[src/opsr_pkg.sv]
// Package: register selectors, bit positions, reset values and commands for operation status reporting
package opsr_pkg;

  localparam int unsigned OPSR_W = 16;

  // Register selectors (no bus offsets are printed, so these are command selectors)
  localparam logic [1:0] OPSR_SEL_OPER  = 2'h0;
  localparam logic [1:0] OPSR_SEL_SHUT  = 2'h1;
  localparam logic [1:0] OPSR_SEL_PROT  = 2'h2;
  localparam logic [1:0] OPSR_SEL_SHARE = 2'h3;

  // Operation status bit positions
  localparam int unsigned OPER_CAL_BIT   = 0;
  localparam int unsigned OPER_SHUT_BIT  = 9;
  localparam int unsigned OPER_LOCK_BIT  = 10;
  localparam int unsigned OPER_SHARE_BIT = 11;
  localparam int unsigned OPER_CV_BIT    = 12;
  localparam int unsigned OPER_CC_BIT    = 13;
  localparam int unsigned OPER_PROG_BIT  = 14;

  // Output-off bit positions
  localparam int unsigned SHUT_PROT_BIT  = 0;
  localparam int unsigned SHUT_LOOP_BIT  = 1;
  localparam int unsigned SHUT_EXT_BIT   = 3;

  // Protection-trip bit positions
  localparam int unsigned PROT_OV_BIT    = 0;
  localparam int unsigned PROT_UV_BIT    = 1;
  localparam int unsigned PROT_OC_BIT    = 2;
  localparam int unsigned PROT_MAINS_BIT = 4;
  localparam int unsigned PROT_OT_BIT    = 5;
  localparam int unsigned PROT_FOLD_BIT  = 7;
  localparam int unsigned PROT_FAN_BIT   = 8;

  // Load-share bit positions
  localparam int unsigned SHARE_MST_BIT  = 0;
  localparam int unsigned SHARE_FOL_BIT  = 1;

  // Implemented-bit masks; other bits read zero in condition and event
  localparam logic [15:0] OPER_IMPL_MASK  = 16'h7E01;
  localparam logic [15:0] SHUT_IMPL_MASK  = 16'h000B;
  localparam logic [15:0] PROT_IMPL_MASK  = 16'h01B7;
  localparam logic [15:0] SHARE_IMPL_MASK = 16'h0003;

  // Reset values: positive filter all ones, negative filter and enable zero
  localparam logic [15:0] OPSR_PTR_RST   = 16'hFFFF;
  localparam logic [15:0] OPSR_NTR_RST   = 16'h0000;
  localparam logic [15:0] OPSR_ENA_RST   = 16'h0000;

  localparam int unsigned STD_EVT_OPC_BIT = 0;

  // Decimal response: five digits for a 16-bit value
  localparam int unsigned OPSR_DIGITS    = 5;

  typedef enum logic [3:0] {
    OPSR_CMD_NOP,
    OPSR_CMD_Q_EVENT,
    OPSR_CMD_Q_COND,
    OPSR_CMD_Q_ENABLE,
    OPSR_CMD_Q_PTR,
    OPSR_CMD_Q_NTR,
    OPSR_CMD_W_ENABLE,
    OPSR_CMD_W_PTR,
    OPSR_CMD_W_NTR,
    OPSR_CMD_OPC,
    OPSR_CMD_OPC_Q,
    OPSR_CMD_WAI
  } opsr_cmd_e;

endpackage : opsr_pkg

[src/opsr_reg.sv]
// One condition / transition-filter / event / enable status register
`timescale 1ns/10ps
module opsr_reg
  import opsr_pkg::*;
#(
  parameter int unsigned     W    = 16,
  parameter logic [W-1:0]    IMPL = '1
) (
  input  wire logic         ref_clk_i,
  input  wire logic         srst_i,
  input  wire logic [W-1:0] cond_i,
  input  wire logic [W-1:0] wr_data_i,
  input  wire logic         wr_enable_i,
  input  wire logic         wr_ptr_i,
  input  wire logic         wr_ntr_i,
  input  wire logic         evt_read_i,
  output logic      [W-1:0] cond_o,
  output logic      [W-1:0] event_o,
  output logic      [W-1:0] enable_o,
  output logic      [W-1:0] ptr_o,
  output logic      [W-1:0] ntr_o,
  output logic              summary_o
);

  logic [W-1:0] cond_q;
  logic [W-1:0] next_cond_q;
  logic [W-1:0] next_event;
  logic [W-1:0] next_enable;
  logic [W-1:0] next_ptr;
  logic [W-1:0] next_ntr;
  logic [W-1:0] rise;
  logic [W-1:0] fall;

  always_comb begin
    next_cond_q = cond_i & IMPL;
    rise        = next_cond_q & ~cond_q;
    fall        = ~next_cond_q & cond_q;
    // New edges win over the read-clear so no event is lost
    next_event  = ((evt_read_i ? '0 : event_o) | (rise & ptr_o) | (fall & ntr_o)) & IMPL;
    next_enable = wr_enable_i ? wr_data_i : enable_o;
    next_ptr    = wr_ptr_i ? wr_data_i : ptr_o;
    next_ntr    = wr_ntr_i ? wr_data_i : ntr_o;
  end

  always_ff @(posedge ref_clk_i) begin
    if (srst_i) begin
      cond_q   <= '0;
      event_o  <= '0;
      enable_o <= W'(OPSR_ENA_RST);
      ptr_o    <= W'(OPSR_PTR_RST);
      ntr_o    <= W'(OPSR_NTR_RST);
    end else begin
      cond_q   <= next_cond_q;
      event_o  <= next_event;
      enable_o <= next_enable;
      ptr_o    <= next_ptr;
      ntr_o    <= next_ntr;
    end
  end

  assign cond_o    = cond_q;
  assign summary_o = |(event_o & enable_o);
endmodule : opsr_reg

[src/opsr_dec.sv]
// Binary to five-digit decimal converter, one digit per clock
`timescale 1ns/10ps
module opsr_dec
  import opsr_pkg::*;
(
  input  wire logic        ref_clk_i,
  input  wire logic        srst_i,
  input  wire logic        start_i,
  input  wire logic [15:0] value_i,
  output logic             busy_o,
  output logic             done_o,
  output logic      [19:0] bcd_o
);

  logic [15:0] rem;
  logic [15:0] next_rem;
  logic [2:0]  idx;
  logic [2:0]  next_idx;
  logic [19:0] next_bcd;
  logic        next_busy;
  logic        next_done;

  function automatic logic [15:0] opsr_pow10(input logic [2:0] i);
    unique case (i)
      3'h0:    opsr_pow10 = 16'h2710;
      3'h1:    opsr_pow10 = 16'h03E8;
      3'h2:    opsr_pow10 = 16'h0064;
      3'h3:    opsr_pow10 = 16'h000A;
      default: opsr_pow10 = 16'h0001;
    endcase
  endfunction : opsr_pow10

  always_comb begin
    logic [3:0] digit;
    digit     = 4'h0;
    next_rem  = rem;
    next_idx  = idx;
    next_bcd  = bcd_o;
    next_busy = busy_o;
    next_done = 1'b0;
    if (start_i && !busy_o) begin
      next_rem  = value_i;
      next_idx  = 3'h0;
      next_bcd  = 20'h00000;
      next_busy = 1'b1;
    end else if (busy_o) begin
      digit    = 4'(rem / opsr_pow10(idx));
      next_rem = 16'(rem - 16'(digit) * opsr_pow10(idx));
      next_bcd = {bcd_o[15:0], digit};
      next_idx = 3'(idx + 3'h1);
      if (idx == 3'(OPSR_DIGITS - 1)) begin
        next_busy = 1'b0;
        next_done = 1'b1;
      end
    end
  end

  always_ff @(posedge ref_clk_i) begin
    if (srst_i) begin
      rem    <= 16'h0000;
      idx    <= 3'h0;
      bcd_o  <= 20'h00000;
      busy_o <= 1'b0;
      done_o <= 1'b0;
    end else begin
      rem    <= next_rem;
      idx    <= next_idx;
      bcd_o  <= next_bcd;
      busy_o <= next_busy;
      done_o <= next_done;
    end
  end
endmodule : opsr_dec

[src/opsr_top.sv]
// Operation status register tree with command interface and completion handling
// Function
// - Operation-complete command sets event bit 0 once nothing is pending.
// - Wait-to-continue stalls later commands until no operation is pending.
// - Each status register is 16 bits with condition, filters, event, enable, summary.
// - Summary bit is the OR of enabled events, fed to the parent.
// - Operation bit 0 shows calibration mode.
// - Operation bit 9 carries the output-off summary.
// - Operation bit 11 carries the load-share summary.
// - Operation bit 12 is constant-voltage mode, bit 13 constant-current mode.
// - Operation bit 14 shows a sequence program running.
// - Output-off causes may be active together, each independent.
// - Output-off bit 0 carries the protection-trip summary.
// - Output-off bit 1 set when the safety loop turned output off.
// - Output-off bit 3 is external shutdown; bit 2 unused.
// - Protection bits 0, 1, 2 are overvoltage, undervoltage, overcurrent trips.
// - Protection bit 4 is mains failure; bit 3 unused.
// - Protection bit 5 is over-temperature; bit 6 unused.
// - Protection bit 7 is foldback, bit 8 fan failure.
// - Load-share bit 0 is master, bit 1 is follower.
// - Query answers are decimal values of the weighted bit sum.
// - Event and condition are queryable; enable and both filters writable and readable.
// - Operation-complete occupies bit 0 of the standard event register.
`timescale 1ns/10ps
module opsr_top
  import opsr_pkg::*;
#(
  parameter int unsigned W = OPSR_W
) (
  input  wire logic          ref_clk_i,
  input  wire logic          srst_i,
  // Command port from the message parser
  input  wire logic          cmd_valid_i,
  input  wire logic [3:0]    cmd_code_i,
  input  wire logic [1:0]    cmd_sel_i,
  input  wire logic [W-1:0]  cmd_data_i,
  output logic               cmd_ready_o,
  output logic               rsp_valid_o,
  output logic      [19:0]   rsp_bcd_o,
  // Pending-operation status from the supply controller
  input  wire logic          op_pending_i,
  output logic               std_event_opc_o,
  // Supply state
  input  wire logic          calibration_active_i,
  input  wire logic          local_lockout_i,
  input  wire logic          cv_mode_i,
  input  wire logic          cc_mode_i,
  input  wire logic          program_running_i,
  input  wire logic          safety_loop_open_i,
  input  wire logic          ext_shutdown_i,
  input  wire logic          overvoltage_trip_i,
  input  wire logic          undervoltage_trip_i,
  input  wire logic          overcurrent_trip_i,
  input  wire logic          mains_fail_trip_i,
  input  wire logic          overtemp_trip_i,
  input  wire logic          foldback_trip_i,
  input  wire logic          fan_fail_trip_i,
  input  wire logic          share_master_i,
  input  wire logic          share_follower_i,
  output logic               operation_summary_o
);

  typedef enum logic [1:0] {
    OPSR_IDLE,
    OPSR_WAIT_PEND,
    OPSR_CONVERT
  } opsr_state_e;

  opsr_state_e state;
  opsr_state_e next_state;
  logic        opc_armed;
  logic        next_opc_armed;
  logic        next_opc_flag;

  logic [W-1:0] cond   [4];
  logic [W-1:0] cond_q [4];
  logic [W-1:0] evt    [4];
  logic [W-1:0] ena    [4];
  logic [W-1:0] ptr    [4];
  logic [W-1:0] ntr    [4];
  logic [3:0]   summ;
  logic [3:0]   wr_ena_v;
  logic [3:0]   wr_ptr_v;
  logic [3:0]   wr_ntr_v;
  logic [3:0]   evt_rd_v;
  logic [W-1:0] q_value;
  logic         dec_start;
  logic         dec_busy;
  logic         dec_done;
  logic         accept;
  opsr_cmd_e    cmd;
  // Remembers whether the wait ends with a query answer of 1
  logic         cmd_is_q_q;
  logic         next_cmd_is_q;

  assign cmd = opsr_cmd_e'(cmd_code_i);

  // Condition vectors; several output-off causes can be set at once
  always_comb begin
    for (int i = 0; i < 4; i++) begin
      cond[i] = '0;
    end
    cond[0][OPER_CAL_BIT]   = calibration_active_i;
    cond[0][OPER_SHUT_BIT]  = summ[1];
    cond[0][OPER_LOCK_BIT]  = local_lockout_i;
    cond[0][OPER_SHARE_BIT] = summ[3];
    cond[0][OPER_CV_BIT]    = cv_mode_i;
    cond[0][OPER_CC_BIT]    = cc_mode_i;
    cond[0][OPER_PROG_BIT]  = program_running_i;
    cond[1][SHUT_PROT_BIT]  = summ[2];
    cond[1][SHUT_LOOP_BIT]  = safety_loop_open_i;
    cond[1][SHUT_EXT_BIT]   = ext_shutdown_i;
    cond[2][PROT_OV_BIT]    = overvoltage_trip_i;
    cond[2][PROT_UV_BIT]    = undervoltage_trip_i;
    cond[2][PROT_OC_BIT]    = overcurrent_trip_i;
    cond[2][PROT_MAINS_BIT] = mains_fail_trip_i;
    cond[2][PROT_OT_BIT]    = overtemp_trip_i;
    cond[2][PROT_FOLD_BIT]  = foldback_trip_i;
    cond[2][PROT_FAN_BIT]   = fan_fail_trip_i;
    // Master/follower is host-configured; both clear would be unpredictable
    cond[3][SHARE_MST_BIT]  = share_master_i;
    cond[3][SHARE_FOL_BIT]  = share_follower_i;
  end

  localparam logic [W-1:0] IMPL_TAB [4] = '{OPER_IMPL_MASK, SHUT_IMPL_MASK, PROT_IMPL_MASK, SHARE_IMPL_MASK};

  for (genvar g = 0; g < 4; g++) begin : g_reg
    opsr_reg #(
      .W    (W),
      .IMPL (IMPL_TAB[g])
    ) u_reg (
      .ref_clk_i   (ref_clk_i),
      .srst_i      (srst_i),
      .cond_i      (cond[g]),
      .wr_data_i   (cmd_data_i),
      .wr_enable_i (wr_ena_v[g]),
      .wr_ptr_i    (wr_ptr_v[g]),
      .wr_ntr_i    (wr_ntr_v[g]),
      .evt_read_i  (evt_rd_v[g]),
      .cond_o      (cond_q[g]),
      .event_o     (evt[g]),
      .enable_o    (ena[g]),
      .ptr_o       (ptr[g]),
      .ntr_o       (ntr[g]),
      .summary_o   (summ[g])
    );
  end

  assign operation_summary_o = summ[0];

  // Commands are taken only in idle; a pending wait keeps ready low
  assign cmd_ready_o = (state == OPSR_IDLE);
  assign accept      = cmd_valid_i && cmd_ready_o;

  always_comb begin
    wr_ena_v = 4'h0;
    wr_ptr_v = 4'h0;
    wr_ntr_v = 4'h0;
    evt_rd_v = 4'h0;
    if (accept) begin
      wr_ena_v[cmd_sel_i] = (cmd == OPSR_CMD_W_ENABLE);
      wr_ptr_v[cmd_sel_i] = (cmd == OPSR_CMD_W_PTR);
      wr_ntr_v[cmd_sel_i] = (cmd == OPSR_CMD_W_NTR);
      evt_rd_v[cmd_sel_i] = (cmd == OPSR_CMD_Q_EVENT);
    end
  end

  always_comb begin
    q_value = '0;
    unique case (cmd)
      OPSR_CMD_Q_EVENT:  q_value = evt[cmd_sel_i];
      OPSR_CMD_Q_COND:   q_value = cond_q[cmd_sel_i];
      OPSR_CMD_Q_ENABLE: q_value = ena[cmd_sel_i];
      OPSR_CMD_Q_PTR:    q_value = ptr[cmd_sel_i];
      OPSR_CMD_Q_NTR:    q_value = ntr[cmd_sel_i];
      OPSR_CMD_OPC_Q:    q_value = W'(1);
      default:           q_value = '0;
    endcase
  end

  assign dec_start = accept && (cmd inside {OPSR_CMD_Q_EVENT, OPSR_CMD_Q_COND, OPSR_CMD_Q_ENABLE,
                                            OPSR_CMD_Q_PTR, OPSR_CMD_Q_NTR});

  opsr_dec u_dec (
    .ref_clk_i (ref_clk_i),
    .srst_i    (srst_i),
    .start_i   (dec_start || (state == OPSR_WAIT_PEND && opc_armed && !op_pending_i && cmd_is_q_q)),
    .value_i   (dec_start ? q_value : W'(1)),
    .busy_o    (dec_busy),
    .done_o    (dec_done),
    .bcd_o     (rsp_bcd_o)
  );

  always_comb begin
    next_state     = state;
    next_opc_armed = opc_armed;
    next_cmd_is_q  = cmd_is_q_q;
    next_opc_flag  = std_event_opc_o;
    unique case (state)
      OPSR_IDLE: begin
        if (dec_start) begin
          next_state = OPSR_CONVERT;
        end else if (accept && cmd inside {OPSR_CMD_OPC, OPSR_CMD_OPC_Q, OPSR_CMD_WAI}) begin
          next_state     = OPSR_WAIT_PEND;
          next_opc_armed = (cmd != OPSR_CMD_WAI);
          next_cmd_is_q  = (cmd == OPSR_CMD_OPC_Q);
        end
      end
      OPSR_WAIT_PEND: begin
        if (!op_pending_i) begin
          if (opc_armed) begin
            next_opc_flag = 1'b1;
          end
          next_opc_armed = 1'b0;
          next_state     = cmd_is_q_q ? OPSR_CONVERT : OPSR_IDLE;
        end
      end
      OPSR_CONVERT: begin
        if (dec_done) begin
          next_state = OPSR_IDLE;
        end
      end
    endcase
    // Standard event read lives outside; it clears the flag via a fresh operation-complete only
    if (accept && cmd == OPSR_CMD_OPC) begin
      next_opc_flag = 1'b0;
    end
  end

  always_ff @(posedge ref_clk_i) begin
    if (srst_i) begin
      state           <= OPSR_IDLE;
      opc_armed       <= 1'b0;
      cmd_is_q_q      <= 1'b0;
      std_event_opc_o <= 1'b0;
      rsp_valid_o     <= 1'b0;
    end else begin
      state           <= next_state;
      opc_armed       <= next_opc_armed;
      cmd_is_q_q      <= next_cmd_is_q;
      std_event_opc_o <= next_opc_flag;
      rsp_valid_o     <= dec_done;
    end
  end
endmodule : opsr_top

[config.mk]
export PLATFORM = sky130hd
export DESIGN_NAME = opsr_top
export DESIGN_NICKNAME = d
export VERILOG_FILES = /design/src/opsr_pkg.sv /design/src/opsr_reg.sv /design/src/opsr_dec.sv /design/src/opsr_top.sv
export SDC_FILE = /design/constraint.sdc
export NUM_CORES = 1
export LEC_CHECK = 0
export BUFFER_PORTS_ARGS = -buffer_cell sky130_fd_sc_hd__buf_2
export CORE_UTILIZATION = 30
export CTS_CLUSTER_DIAMETER = 120
export CTS_CLUSTER_SIZE = 30
export DETAILED_ROUTE_END_ITERATION = 8
export PLACE_DENSITY = 0.54
export SLEW_MARGIN = 40
export SYNTH_ARGS = -nofsm -noshare
export SYNTH_HDL_FRONTEND = slang
export SYNTH_SLANG_ARGS = --single-unit
[constraint.sdc]
create_clock -name ref_clk_i -period 41 [get_ports ref_clk_i]
set_input_delay 4.1 -clock ref_clk_i [delete_from_list [all_inputs] [get_ports ref_clk_i]]
set_output_delay 4.1 -clock ref_clk_i [all_outputs]
set_load 0.01 [all_outputs]
==> flow_metrics.tcl <==
set metrics [dict create \
    yosys.area_share.xor_xnor_pct 2.75 \
    number_of_global_route_vias_before_repair 17000 \
    worst-path-buf-inv 4 \
    min_period_over_period_pct 92.5 \
    timing_worst_setup_path_type "reg2reg" \
    utilization_pct 32.9 \
    slew_violations 0 \
    detailedRoute.firstPassIterationCount 6 \
    critPathMostFrequentCell "sky130_fd_sc_hd__ha_1" \
    worst_clock_skew_ns 0.0362 \
    synth_top_cell_area_share_pct 27.6 \
    ys_dominant_reg_cell "sky130_fd_sc_hd__dfxtp_1" \
    synth-compound-area-share_pct 23.1 \
    hpwl_um 44500 \
    cpLargestDelayFamily "compound AO/OA/AOI/OAI gates" \
    postRouteAntennaNets 0 \
    grt_max_degree 102 \
    synth.ff_latch_count 277 \
    critical-path-slowest-cell "sky130_fd_sc_hd__a2111oi_1" \
    postSynthCellCount 2418 \
    ctsHtreeMaxLevel 1 \
    cell_area_after_technology_mapping_um2 20100 \
    area_of_combinational_cells_with_multiple_inputs_um2 13800 \
    vias_per_cell 5.46 \
    grt_setup_unrepaired "no" \
    clock_tree.root_cell "sky130_fd_sc_hd__clkbuf_16" \
    timing.max_cap.violations 0 \
    synth_top_cells_by_area "sky130_fd_sc_hd__dfxtp_1 28%, sky130_fd_sc_hd__ha_1 9.8%, sky130_fd_sc_hd__nand2_1 7.6%" \
    min-delay-path-class "reg2reg" \
    detailroute.via_count 17800 \
    critPathMaxFanout 19 \
    post_synth.cell_area_avg_um2 8.30 \
    routed_wire_length_per_instance_um 19.0 \
    design_area_um2 21700 \
    ff_latch_area_um2 5550 \
    setup_viol_count_final 0 \
    floorplan.initialDensity_pct 30.4 \
    track_usage_pct 17.9 \
    horizontal_extent_of_the_die_um 261 \
    num_rows 94 \
    asyncSetResetFlopFracSynth_pct 0 \
    post_synth_and_or_nand_nor_area_fraction_pct 20.1 \
    finalWorstPathRequiredPeriod_ns 37.92 \
    area_delta_synth_final_pct 8.18 \
    synth_adder_area_share_pct 13.0 \
    cts_num_sinks 277 \
    drc 0 \
    synth.most_common_cell "sky130_fd_sc_hd__nand2_1" \
    max_clock_freq_mhz 26.4 \
    yosys-top-cells-count "408 x sky130_fd_sc_hd__nand2_1, 277 x sky130_fd_sc_hd__dfxtp_1, 228 x sky130_fd_sc_hd__a21oi_1" \
    critical_path_arrival_ns 38.32 \
    core-area_um2 66000 \
    data_required_time_at_the_worst_endpoint_ns 41.40 \
    max_stage_delay_ns 0.63 \
    cts-root-to-sink-buffers 3 \
    drt_first_iter_violations 1425 \
    worst_relative_slew_slack_pct 40.4 \
    timing_worst_slew_pin_value_ns 0.891 \
    synth_area_leader_cell "sky130_fd_sc_hd__dfxtp_1" \
    worst_setup_path_end_kind "flop" \
    setup-tns-final_ns 0 \
    die-height_um 261 \
    antenna_violations_before_repair 2 \
    placed_area_um2 21300 \
    synth_cell_type_count 100 \
    fillers 6826 \
    num_io_pins 66 \
    drive_above_1_share_pct 11.3 \
    yosys_warnings 0 \
    insertion_delay_ns 0.53 \
    grt_first_pass_wirelength_um 96600 \
    final_nets 2623 \
    hold_viol_final 0 \
    port-buffer-count 65 \
    dieArea_um2 67900 \
    clock_tree_from_tritoncts "done" \
    yosys-mux-area-fraction_pct 9.09 \
    status "finished clean" \
    synth_edf_count 0 \
    gp_routability_congestion 0.898 \
    crit_path_start_kind "flop" \
    cts.reportedPaths.clkPinSlew_ns 0.12 \
    seq_area_frac_synth_pct 27.6 \
    globalRouteOverflowTotal 0 \
    tritoncts.num_buffers 13 \
    dominant_combinational_cell_family_by_area_after_synthesis "compound AO/OA/AOI/OAI gates" \
    wire_length_after_detailed_routing_um 61800 \
]
## layer usage
layer / wire length [um] / vias to the layer above / track usage, % / part of all wire (%)
li1: - / 8602 / - / -
met2: 28400 / 530 / 29.3 / 46
met1: 28600 / 8586 / 25.0 / 46
met4: 1470 / 2 / 4.55 / 2.4
met3: 3310 / 79 / 1.69 / 5.3
met5: 13 / - / 0 / 0.021
## tightest hold or removal path: cells and delay by family (launching register included)
family | cells | cell delay [ns]
compound gates | 1 | 0.05
simple gates | 1 | 0.05
flops | 1 | 0.32
## final cells by class
class	instances	area share, %
sequential	277	25.5
timing repair buffer	91	2.50
antenna	2	0.0231
clock buffer	13	1.50
clock inverter	4	0.288
inverter	98	1.70
multi-input combinational	1911	63.5
tap	864	4.98
## cell families (layout without fill, tap and decap cells)
kind of cell               Yosys count  in the layout
adders and majority gates          189            189
and+or+nand+nor                    875            876
xor gates and xnor gates            63             63
muxes                              115            115
AOI/OAI and AO/OA                  666            666
buffers and inverters              232            206
other                                1              4
DFF                                277            277
## sequential cells by signal, indices dropped and copies added (netlist names)
register	flops
g.u_reg.enable_o	64
g.u_reg.ntr_o	64
g.u_reg.ptr_o	64
u_dec.bcd_o	20
g.u_reg.cond_o	19
g.u_reg.event_o	19
u_dec.rem	16
u_dec.idx	3
state	2
cmd_is_q_q	1
opc_armed	1
rsp_valid_o	1
std_event_opc_o	1
u_dec.busy_o	1
u_dec.done_o	1
## through the flow
step           instances  setup slack, ns  hold slack (ns)
2_1_floorplan       2419             7.02            0.433
3_3_place_gp        3239             4.15            0.438
3_5_place_dp        3240             3.01            0.444
4_1_cts             3257             2.82            0.460
5_1_grt             3258           0.0138            0.477
6_report            3260             3.08            0.460
## what timing repair did
item	4_1_cts	5_1_grt
buffers inserted	0	0
gates resized for setup	0	3
hold endpoints to repair	0	0
hold buffers	0	0
endpoints found under the setup margin	0	5
## cell usage in the layout (no fill, tap or decap), types with 15 or more instances in the layout
cell | Yosys | layout
sky130_fd_sc_hd__a222oi_1 | 20 | 20
sky130_fd_sc_hd__dfxtp_1 | 277 | 276
sky130_fd_sc_hd__or2_2 | 17 | 17
sky130_fd_sc_hd__xor2_1 | 19 | 19
sky130_fd_sc_hd__buf_2 | 3 | 63
sky130_fd_sc_hd__nor2_1 | 181 | 169
sky130_fd_sc_hd__o31ai_1 | 19 | 19
sky130_fd_sc_hd__ha_1 | 157 | 157
sky130_fd_sc_hd__nor3_1 | 38 | 35
sky130_fd_sc_hd__nand3_1 | 25 | 25
sky130_fd_sc_hd__xnor2_1 | 44 | 44
sky130_fd_sc_hd__o21ai_0 | 87 | 85
sky130_fd_sc_hd__inv_1 | 95 | 95
sky130_fd_sc_hd__a21oi_1 | 228 | 227
sky130_fd_sc_hd__a21o_1 | 37 | 37
sky130_fd_sc_hd__mux2_2 | 30 | 30
sky130_fd_sc_hd__o21a_1 | 39 | 39
sky130_fd_sc_hd__nand3b_1 | 18 | 18
sky130_fd_sc_hd__buf_4 | 0 | 24
sky130_fd_sc_hd__nor2b_1 | 92 | 92
sky130_fd_sc_hd__mux2i_1 | 32 | 32
sky130_fd_sc_hd__a211o_1 | 65 | 65
sky130_fd_sc_hd__nand2_1 | 408 | 403
sky130_fd_sc_hd__mux4_2 | 50 | 50
sky130_fd_sc_hd__nand2b_1 | 17 | 17
sky130_fd_sc_hd__o211ai_1 | 15 | 15
sky130_fd_sc_hd__a22oi_1 | 32 | 32
sky130_fd_sc_hd__fa_1 | 32 | 32
## path summary, 6_finish.rpt
check / slack (ns) / to / from / cells after the start
setup / recovery: 3.08 / u_dec.rem[15] / u_dec.idx[0] / 155
hold / removal: 0.46 / g_reg[2].u_reg.enable_o[15] / g_reg[2].u_reg.enable_o[15] / 2
setup reg to reg: 3.08 / u_dec.rem[15] / u_dec.idx[0] / 155
hold reg to reg: 0.46 / g_reg[2].u_reg.enable_o[15] / g_reg[2].u_reg.enable_o[15] / 2
Power is left out: the tool's default activity adds up to more than one toggle a clock period on the data nets, which glitch-free logic cannot reach.
